File: src/rtl/stp_pkg.sv
// Package with register map, field positions and timing counts of the shared timer prescaler.
package stp_pkg;

  // Wishbone byte offsets; general_timer_control sits at word index 0x23, four bytes per word.
  localparam logic [7:0] STP_GTC_INDEX    = 8'h23;
  localparam logic [9:0] STP_GTC_ADDR     = {STP_GTC_INDEX, 2'b00};
  localparam logic [9:0] STP_CLKSEL_ADDR  = 10'h000;
  localparam logic [9:0] STP_STATUS_ADDR  = 10'h004;
  localparam int         STP_ADDR_W       = 10;

  // Fields of general_timer_control.
  localparam int STP_SYNC_HOLD_BIT   = 7;
  localparam int STP_ASYNC_RST_BIT   = 1;
  localparam int STP_SYNC_RST_BIT    = 0;
  localparam logic [7:0] STP_GTC_RESET = 8'h00;

  // Fields of the clock select register: timer 0 in bits 2:0, timer 1 in bits 6:4.
  localparam int STP_SEL0_LSB = 0;
  localparam int STP_SEL1_LSB = 4;
  localparam int STP_SEL_W    = 3;
  localparam logic [7:0] STP_CLKSEL_RESET = 8'h00;

  // Clock select encodings.
  localparam logic [2:0] STP_SEL_STOP = 3'h0;
  localparam logic [2:0] STP_SEL_DIV1 = 3'h1;
  localparam logic [2:0] STP_SEL_D8   = 3'h2;
  localparam logic [2:0] STP_SEL_D64  = 3'h3;
  localparam logic [2:0] STP_SEL_D256 = 3'h4;
  localparam logic [2:0] STP_SEL_D1K  = 3'h5;
  localparam logic [2:0] STP_SEL_FALL = 3'h6;
  localparam logic [2:0] STP_SEL_RISE = 3'h7;

  // Prescaler: a 10-bit free running counter gives the four taps.
  localparam int          STP_PRE_W    = 10;
  localparam logic [9:0]  STP_MASK_D8   = 10'h007;
  localparam logic [9:0]  STP_MASK_D64  = 10'h03f;
  localparam logic [9:0]  STP_MASK_D256 = 10'h0ff;
  localparam logic [9:0]  STP_MASK_D1K  = 10'h3ff;

  // Number of timers sharing the prescaler.
  localparam int STP_NUM_TIMERS = 2;

endpackage

File: src/rtl/stp_ext_edge.sv
// External count input sampler and edge detector for one timer.
`timescale 1ns/1ps
module stp_ext_edge (
  // Clock and reset
  input  wire logic       clk_i,
  input  wire logic       rst_i,
  // Pin and selection
  input  wire logic       ext_count_input_i,
  input  wire logic [2:0] clock_source_select_i,
  // Pulses
  output logic            rise_o,
  output logic            fall_o
);

  logic sync1_ff;
  logic sync2_ff;
  logic prev_ff;

  // The transparent-high latch ahead of the flops is modelled by the first flop; a latch
  // would add a half-cycle but cannot be timed cleanly in a one-clock flop design.
  always_ff @(posedge clk_i) begin
    if (rst_i) begin
      sync1_ff <= 1'b0;
      sync2_ff <= 1'b0;
      prev_ff  <= 1'b0;
    end else begin
      sync1_ff <= ext_count_input_i;
      sync2_ff <= sync1_ff;
      prev_ff  <= sync2_ff;
    end
  end

  // Edges are only reported for the matching selection.
  always_comb begin
    rise_o = sync2_ff & ~prev_ff & (clock_source_select_i == stp_pkg::STP_SEL_RISE);
    fall_o = ~sync2_ff & prev_ff & (clock_source_select_i == stp_pkg::STP_SEL_FALL);
  end

endmodule

File: src/rtl/stp_tap_sel.sv
// Count enable selector for one timer, choosing a prescaler tap or the pin edge.
`timescale 1ns/1ps
module stp_tap_sel (
  // Selection
  input  wire logic [2:0] clock_source_select_i,
  // Sources
  input  wire logic [3:0] taps_i,
  input  wire logic       edge_i,
  input  wire logic       halt_i,
  // Enable
  output logic            count_en_o
);

  always_comb begin
    unique case (clock_source_select_i)
      stp_pkg::STP_SEL_STOP: count_en_o = 1'b0;
      stp_pkg::STP_SEL_DIV1: count_en_o = ~halt_i;
      stp_pkg::STP_SEL_D8:   count_en_o = taps_i[0] & ~halt_i;
      stp_pkg::STP_SEL_D64:  count_en_o = taps_i[1] & ~halt_i;
      stp_pkg::STP_SEL_D256: count_en_o = taps_i[2] & ~halt_i;
      stp_pkg::STP_SEL_D1K:  count_en_o = taps_i[3] & ~halt_i;
      stp_pkg::STP_SEL_FALL: count_en_o = edge_i;
      stp_pkg::STP_SEL_RISE: count_en_o = edge_i;
    endcase
  end

endmodule

File: src/rtl/stp_prescaler.sv
// Shared timer prescaler with pin edge detection and a Wishbone register slave.
//
// Operation
// - Selection one counts every system clock while the sync reset bit is clear.
// - Taps divide by 8, 64, 256, 1024.
// - One free running prescaler, independent per-timer selects.
// - First divided count after 1 to N+1 cycles.
// - Prescaler reset restarts period for both timers.
// - Pin sampled each cycle, then edge detected.
// - Sampling flops on rising edge, first flop in place of the latch.
// - Rising edge for seven, falling for six.
// - Pin edge to count takes 2-3 cycles.
// - External edges bypass the divider taps.
// - Sync hold mode keeps written reset bits.
// - Clearing hold mode clears both reset bits.
// - Writing sync reset bit resets prescaler, self-clears.
// - Selection zero gives no count clock.
`timescale 1ns/1ps
module stp_prescaler (
  // Clock and reset
  input  wire logic        clk_i,
  input  wire logic        rst_i,
  // Wishbone slave
  input  wire logic        cyc_i,
  input  wire logic        stb_i,
  input  wire logic        we_i,
  input  wire logic [9:0]  adr_i,
  input  wire logic [3:0]  sel_i,
  input  wire logic [31:0] dat_i,
  output logic      [31:0] dat_o,
  output logic             ack_o,
  // External count pins, one per timer
  input  wire logic [1:0]  ext_count_input_i,
  // Count enables to the timers
  output logic      [1:0]  count_en_o,
  // Asynchronous prescaler reset request to the other prescaler
  output logic             async_prescaler_reset_o
);

  ////////////////////////////////////////////////////////////////////////////////
  // Register bus

  logic [7:0]  sel_reg_ff;
  logic        sync_hold_mode_ff;
  logic        async_prescaler_reset_ff;
  logic        sync_prescaler_reset_ff;
  logic        req;
  logic        wr_stb;
  logic        wr_gtc;
  logic        wr_sel;
  logic [31:0] nxt_dat;
  logic [9:0]  pre_cnt_ff;
  logic [3:0]  taps;

  // A request is served once; ack drops in the following cycle.
  assign req    = cyc_i & stb_i & ~ack_o;
  assign wr_stb = req & we_i & sel_i[0];
  assign wr_gtc = wr_stb & (adr_i == stp_pkg::STP_GTC_ADDR);
  assign wr_sel = wr_stb & (adr_i == stp_pkg::STP_CLKSEL_ADDR);

  always_ff @(posedge clk_i) begin
    if (rst_i) begin
      ack_o <= 1'b0;
    end else begin
      ack_o <= req;
    end
  end

  always_ff @(posedge clk_i) begin
    if (rst_i) begin
      sel_reg_ff <= stp_pkg::STP_CLKSEL_RESET;
    end else if (wr_sel) begin
      sel_reg_ff <= dat_i[7:0] & 8'h77;
    end
  end

  ////////////////////////////////////////////////////////////////////////////////
  // General timer control

  // In hold mode the written reset bits stay set; otherwise they self-clear next cycle.
  always_ff @(posedge clk_i) begin
    if (rst_i) begin
      sync_hold_mode_ff        <= stp_pkg::STP_GTC_RESET[stp_pkg::STP_SYNC_HOLD_BIT];
      async_prescaler_reset_ff <= stp_pkg::STP_GTC_RESET[stp_pkg::STP_ASYNC_RST_BIT];
      sync_prescaler_reset_ff  <= stp_pkg::STP_GTC_RESET[stp_pkg::STP_SYNC_RST_BIT];
    end else if (wr_gtc) begin
      sync_hold_mode_ff <= dat_i[stp_pkg::STP_SYNC_HOLD_BIT];
      if (dat_i[stp_pkg::STP_SYNC_HOLD_BIT]) begin
        // Writing a one sets; a zero leaves a held bit alone until hold mode ends.
        async_prescaler_reset_ff <= async_prescaler_reset_ff
                                    | dat_i[stp_pkg::STP_ASYNC_RST_BIT];
        sync_prescaler_reset_ff  <= sync_prescaler_reset_ff
                                    | dat_i[stp_pkg::STP_SYNC_RST_BIT];
      end else begin
        // Leaving hold mode releases both; a plain write gives a one-cycle reset pulse.
        async_prescaler_reset_ff <= dat_i[stp_pkg::STP_ASYNC_RST_BIT];
        sync_prescaler_reset_ff  <= dat_i[stp_pkg::STP_SYNC_RST_BIT];
      end
    end else if (!sync_hold_mode_ff) begin
      async_prescaler_reset_ff <= 1'b0;
      sync_prescaler_reset_ff  <= 1'b0;
    end
  end

  always_ff @(posedge clk_i) begin
    if (rst_i) begin
      async_prescaler_reset_o <= 1'b0;
    end else begin
      async_prescaler_reset_o <= async_prescaler_reset_ff;
    end
  end

  ////////////////////////////////////////////////////////////////////////////////
  // Read data

  always_comb begin
    nxt_dat = 32'h0000_0000;
    unique case (adr_i)
      stp_pkg::STP_GTC_ADDR: begin
        nxt_dat[stp_pkg::STP_SYNC_HOLD_BIT] = sync_hold_mode_ff;
        nxt_dat[stp_pkg::STP_ASYNC_RST_BIT] = async_prescaler_reset_ff;
        nxt_dat[stp_pkg::STP_SYNC_RST_BIT]  = sync_prescaler_reset_ff;
      end
      stp_pkg::STP_CLKSEL_ADDR: nxt_dat[7:0] = sel_reg_ff;
      stp_pkg::STP_STATUS_ADDR: nxt_dat[11:0] = {count_en_o, pre_cnt_ff};
      default:                  nxt_dat = 32'h0000_0000;
    endcase
  end

  always_ff @(posedge clk_i) begin
    if (rst_i) begin
      dat_o <= 32'h0000_0000;
    end else if (req & ~we_i) begin
      dat_o <= nxt_dat;
    end
  end

  ////////////////////////////////////////////////////////////////////////////////
  // Shared prescaler


  // Never restarted by a timer select change, so the first divided count may come
  // anywhere from 1 to N+1 cycles after enabling.
  always_ff @(posedge clk_i) begin
    if (rst_i || sync_prescaler_reset_ff) begin
      pre_cnt_ff <= 10'h000;
    end else begin
      pre_cnt_ff <= pre_cnt_ff + 10'h001;
    end
  end

  // Each tap is high for one cycle per period, used as an enable, not a clock.
  assign taps[0] = (pre_cnt_ff & stp_pkg::STP_MASK_D8)   == stp_pkg::STP_MASK_D8;
  assign taps[1] = (pre_cnt_ff & stp_pkg::STP_MASK_D64)  == stp_pkg::STP_MASK_D64;
  assign taps[2] = (pre_cnt_ff & stp_pkg::STP_MASK_D256) == stp_pkg::STP_MASK_D256;
  assign taps[3] = (pre_cnt_ff & stp_pkg::STP_MASK_D1K)  == stp_pkg::STP_MASK_D1K;

  ////////////////////////////////////////////////////////////////////////////////
  // Per timer selection

  logic [1:0] nxt_count_en;

  // Changing the select only while the pin is steady avoids a false edge pulse.
  for (genvar t = 0; t < stp_pkg::STP_NUM_TIMERS; t++) begin : g_timer
    logic [2:0] sel;
    logic       rise;
    logic       fall;

    assign sel = sel_reg_ff[t*4 +: 3];

    stp_ext_edge u_edge (
      .clk_i                 (clk_i),
      .rst_i                 (rst_i),
      .ext_count_input_i     (ext_count_input_i[t]),
      .clock_source_select_i (sel),
      .rise_o                (rise),
      .fall_o                (fall)
    );

    // Held prescaler reset halts the timer on every internal source.
    stp_tap_sel u_sel (
      .clock_source_select_i (sel),
      .taps_i                (taps),
      .edge_i                (rise | fall),
      .halt_i                (sync_prescaler_reset_ff),
      .count_en_o            (nxt_count_en[t])
    );
  end

  // Registered enable: pin edge to count is two edges after the first sample.
  always_ff @(posedge clk_i) begin
    if (rst_i) begin
      count_en_o <= 2'b00;
    end else begin
      count_en_o <= nxt_count_en;
    end
  end

endmodule

File: config.mk
export PLATFORM = sky130hd
export DESIGN_NAME = stp_prescaler
export DESIGN_NICKNAME = d
export VERILOG_FILES = /design/src/rtl/stp_pkg.sv /design/src/rtl/stp_ext_edge.sv /design/src/rtl/stp_tap_sel.sv /design/src/rtl/stp_prescaler.sv
export SDC_FILE = /design/constraint.sdc
export NUM_CORES = 1
export LEC_CHECK = 0
export BUFFER_PORTS_ARGS = -buffer_cell sky130_fd_sc_hd__buf_2
export CORE_MARGIN = 5
export CORE_UTILIZATION = 52
export CTS_BUF_LIST = sky130_fd_sc_hd__clkbuf_8
export DETAILED_ROUTE_END_ITERATION = 8
export PLACE_DENSITY = 0.95
export SKIP_CTS_REPAIR_TIMING = 1
export SYNTH_ARGS = -nofsm -noshare
export SYNTH_HDL_FRONTEND = slang
export SYNTH_SLANG_ARGS = --single-unit
File: constraint.sdc
create_clock -name clk_i -period 3.35 [get_ports clk_i]
set_input_delay 0.5025 -clock clk_i [delete_from_list [all_inputs] [get_ports clk_i]]
set_output_delay 0.5025 -clock clk_i [all_outputs]
set_load 0.03 [all_outputs]
-- After elaboration in Yosys (flattened, before gate mapping)
Index checks and enable logic that the tools add are counted.
- flip-flop bits (word level): 41
- bits in latches: 0
- memory bits (writable): 0
- bits in read-only memories: 0
- input bits: 53
- output and inout port bits: 36
- logic and storage cells: 84
- memories kept: 0
- add/sub/neg operators: 1
- multipliers: 0
- div/mod/pow operators: 0
- order comparisons: 0
- eq/ne operators: 21
- shift-type cells: 0
- mux-type cells: 11
- bitwise operators: 30
- reductions and logical operators: 6
- operators with widths (kind ; count):
    == test 3 bit, second input constant ; 9
    AND 1 bit ; 19
    case mux 1 bit (7 select lines) ; 2
    == test 3 x 2 -> 1 bit, second input constant ; 4
    adder 10 x 1 -> 10 bit, second input constant ; 1
    == test 10 bit, second input constant ; 1
    == test 10 x 3 -> 1 bit, second input constant ; 1
    == test 10 x 8 -> 1 bit, second input constant ; 1
    zero test 10 bit ; 1
    case mux 5 bit (2 select lines) ; 1
    == test 8 bit, second input constant ; 1
    NOT 1 bit ; 7
    == test 3 x 1 -> 1 bit, second input constant ; 2
    == test 6 bit, second input constant ; 1
    zero test 3 bit ; 2
    case mux 2 bit (3 select lines) ; 1
    2-to-1 mux 1 bit ; 5
    2-to-1 mux 4 bit ; 1
    bitwise OR 1 bit ; 4
    OR reduction 2 bit ; 2
    inequality test 2 x 1 -> 1 bit, second input constant ; 1
    case mux 1 bit (2 select lines) ; 1
    logical OR 1 bit ; 1

-- Longest topological paths before layout
- word-level depth: 6
- depth in mapped cells: 5
- depth with buffers taken out: 5

-- Cells and area by module
From an unflattened synthesis, not the netlist that was laid out.
- cells, all modules: 232
- area, all modules: 2054.5 µm²
- by module, submodules not included (module ; times used ; cells an instance ; area each (µm²) ; sequential area each (µm²)):
    stp_prescaler ; 1 ; 194 ; 1719.1 ; 700.7
    stp_ext_edge ; 2 ; 10 ; 106.4 ; 60.1
    stp_tap_sel ; 2 ; 9 ; 61.3 ; 0.0

-- Worst setup path after synthesis
Ideal clock, no wire load.
- path kind: input -> register
- from: input adr_i[4]
- to: register sel_reg_ff[4]
- setup time: 116 ps
- data arrival time: 1812 ps
- required time: 3234 ps
- setup slack: 1422 ps
- cell stages on the path: 5
- buffers on the path: 1
- cell sequence: or4_4 > nor4_4 > buf_6 > a21oi_1 > a31o_2
- longest elaborated chain between the ends: 2
- ends and longest elaborated chain (element ; RTL line ; RTL):
    start: declaration ; stp_prescaler.sv:27 ; input wire logic [9:0] adr_i,
    zero test 10 bit ; stp_prescaler.sv:59 ; assign wr_sel = wr_stb & (adr_i == stp_pkg::STP_CLKSEL_ADDR);
    AND 1 bit ; stp_prescaler.sv:59 ;
    end signal: assignment ; stp_prescaler.sv:71 ; sel_reg_ff <= stp_pkg::STP_CLKSEL_RESET;
    end signal: assignment ; stp_prescaler.sv:73 ; sel_reg_ff <= dat_i[7:0] & 8'h77;
    end: declaration ; stp_prescaler.sv:43 ; logic [7:0] sel_reg_ff;
Every way passes these cells.
A chain may end at the register's enable or synchronous reset.

-- Worst setup path after layout
Ends and elaborated chain as after synthesis.

==> run metrics <==
cts bufs inserted 5; top cell type's share of synthesized area 0.419; pwr dens 427 nW/um^2; Hold/Removal Path Class input port to flip-flop; final non-filler cell total 307; post-synth cell types 46; max incr delay on CP 0.62 ns; Top Ports 89; worst setup path class input port to flip-flop; vias per cell 5.43; Post-Route WL 4330 um; Die X-Extent 71.3 um; met1 usage 0.212; Setup crit end sel_reg_ff[4]; Final Cell Area ~2200 um^2; clk slew on worst S/H paths about 0.07 ns; routability cong. 0.912; Main synth FF type dfxtp_1; CTS H-Tree Depth 2; leading post-synthesis cells by cell area dfxtp_1 (42%), buf_4 (8.1%), nand3_1 (5.4%); crit-path leading delay family simple AND/OR/NAND/NOR gates; largest area contributor in the netlist dfxtp_1; Yosys reg bits 41; Initial Util 0.535; final setup fails 0; Worst-Skew Late Latency 0.30 ns; Detail Route Antenna Nets 0; initial antenna violation count 0; GR Util All Layers 0.180; CP endpoint kind flip-flop; Seq/Total Area, Yosys 0.419; clock sinks 41; total number of vias 1668; met3 GRT Util 0.0631; total congestion overflow 0; RSZ-0062 raised after global routing no; CP bufs+invs 1; synth warn 0; P&R area growth vs syn 12.1%; Max clock buf depth 2; crit start category input port; Post-synth EDFFs 0; sequence of cells on the critical path buf_2 -> or4_4 -> nor4_4 -> and2_1 -> a31o_2; critical path arrival 2.35 ns; Final Critical Period 2.11 ns; core box area between 3000 and 4000 um^2; fraction of registers with async set or reset after synthesis 0; Max stage delay cell, worst path nor4_4; R2R cell count 4; clk root buf clkbuf_8; max-slew violation count 0; Post-Syn Area per Cell 8.85 um^2; hold depth 2; layout cells sized above 1 0.251; Pre-antenna DRT Iters 4; peak supply drop 0.000317 V; WL/cell 14.1 um; Mapped Cells 221; nets@finish ~310; slew at the pin closest to its max-slew limit around 0.73 ns; Setup TNS Final 0 ns; global-route wire length before repair approximately 7200 um; vias in the first global route 1630; register area 821 um^2; r2r startpoint ack_o; worst rel slew slack 0.514; die height about 70 um; synthesized area 1960 um^2; Worst Setup SP adr_i[4]; MaxCap Viol Count 0; final-report hold violation count 0; ANT cells 0; multi-input logic area 990 um^2; CP Max Fanout 13; Achievable Freq 0.474 GHz; WP depth 5; CTS tree built; fill count approximately 330; outcome finished, final reports clean; Clock Skew 0.00581 ns; fin crit share 0.630; Initial DRC Count 144; row count 22; R2R Setup Slk around 1.6 ns; die area 5090 um^2; synth cell count leaders dfxtp_1 (41), nand2_1 (22), buf_4 (21), nand3_1 (21), a21oi_1 (20); most frequent cell after synthesis dfxtp_1; largest net degree at the start of global routing 24; Cell Area, Placed 2090 um^2; DRC viols 0; grt peak-use layer met2; Detailed Place HPWL 3240 um; Leakage 0.000916 uW; M2 GR Usage 0.293; Req. time, crit path 3.59 ns; worst reg2reg endpoint sel_reg_ff[4]; dpl cells 299; PortBufs 40
worst reg2reg max path, delay by kind of cell (launching register included):
family / cells / cell delay [ns]
AND/OR/NAND/NOR: 3 / 1.18
flip-flops: 1 / 0.33
AO/OA/AOI/OAI: 1 / 0.18
through the flow:
| stage | total power, uW | setup slack, ns | hold WS, ns | utilization |
|---|---|---|---|---|
| floorplan | 590 | 1.42 | 0.414 | - |
| global placement | 594 | 0.978 | 0.418 | 0.572 |
| detailed placement | 597 | 0.952 | 0.436 | 0.572 |
| CTS | 945 | 1.26 | 0.398 | 0.599 |
| global route | 979 | 1.16 | 0.420 | 0.599 |
| finish | 937 | 1.24 | 0.409 | 0.599 |
routing by layer:
layer,wire (um),vias up,share of wire
li1,-,817,-
met1,1700,745,0.39
met2,2000,90,0.46
met3,501,16,0.12
met4,126,0,0.029
met5,0,-,0
worst min-delay path by stage:
stage,end,startpoint,slack [ns]
2_1_floorplan,g_timer[0].u_edge.sync2_ff,g_timer[0].u_edge.sync1_ff,0.41
3_3_place_gp,g_timer[1].u_edge.sync2_ff,g_timer[1].u_edge.sync1_ff,0.42
3_5_place_dp,g_timer[1].u_edge.sync2_ff,g_timer[1].u_edge.sync1_ff,0.44
4_1_cts,g_timer[1].u_edge.sync1_ff,ext_count_input_i[1],0.40
5_1_grt,sel_reg_ff[6],dat_i[6],0.42
6_report,g_timer[1].u_edge.sync1_ff,ext_count_input_i[1],0.41
cell families (layout without fill, tap and decap cells):
kind of cell | count (synthesis) | count (layout) | synth area share
AO/OA/AOI/OAI | 42 | 42 | 0.142
XOR/XNOR | 6 | 6 | 0.0269
adder cells (fa/ha/maj) | 2 | 2 | 0.0128
buffers and inverters | 35 | 54 | 0.111
flip-flops | 41 | 41 | 0.419
multiplexers | 6 | 6 | 0.0339
other | 1 | 20 | 0.00192
AND/OR/NAND/NOR | 88 | 88 | 0.252
cells in the final DEF (no fill, tap or decap), types with 2 or more instances in the layout:
master / Yosys / final
a21oi_1: 20 / 20
a22oi_1: 2 / 2
a31o_2: 5 / 5
and3_1: 3 / 3
buf_2: 0 / 40
clkbuf_8: 0 / 7
conb_1: 1 / 20
dfxtp_1: 41 / 41
ha_1: 2 / 2
inv_1: 5 / 5
mux2_2: 5 / 5
nand2_1: 22 / 22
nand3_1: 21 / 21
nand3b_1: 2 / 2
nand4_1: 3 / 3
nand4b_1: 2 / 2
nor2_1: 15 / 15
nor2b_1: 6 / 6
nor3_1: 3 / 3
nor4_4: 2 / 2
o21ai_0: 2 / 2
or2_2: 2 / 2
or3_1: 2 / 2
xnor2_1: 2 / 2
xor2_1: 4 / 4
registers in the layout, indices dropped and copies added (netlist names), 2 cells and up:
name	cells
g_timer.u_edge.prev_ff	2
pre_cnt_ff	10
g_timer.u_edge.sync2_ff	2
dat_o	12
g_timer.u_edge.sync1_ff	2
sel_reg_ff	6
count_en_o	2
where the power goes:
| part | leakage (uW) | total (uW) | switching (uW) | internal (uW) |
|---|---|---|---|---|
| Sequential | 0.000332 | 500 | 5.97 | 494 |
| Combinational | 0.000530 | 87.3 | 65.2 | 22.1 |
| Clock | 0.0000542 | 350 | 164 | 186 |
| Total | 0.000916 | 937 | 235 | 702 |
final cells by class:
type / instances / share of cell area
flip-flops and latches: 41 / 0.374
multi-input cells: 164 / 0.451
well taps: 48 / 0.0274
clock inverters: 1 / 0.00228
repair buffers: 40 / 0.0912
inverters: 6 / 0.0103
clock buffers: 7 / 0.0439
Note: power is estimated with default switching activity, not from simulation.
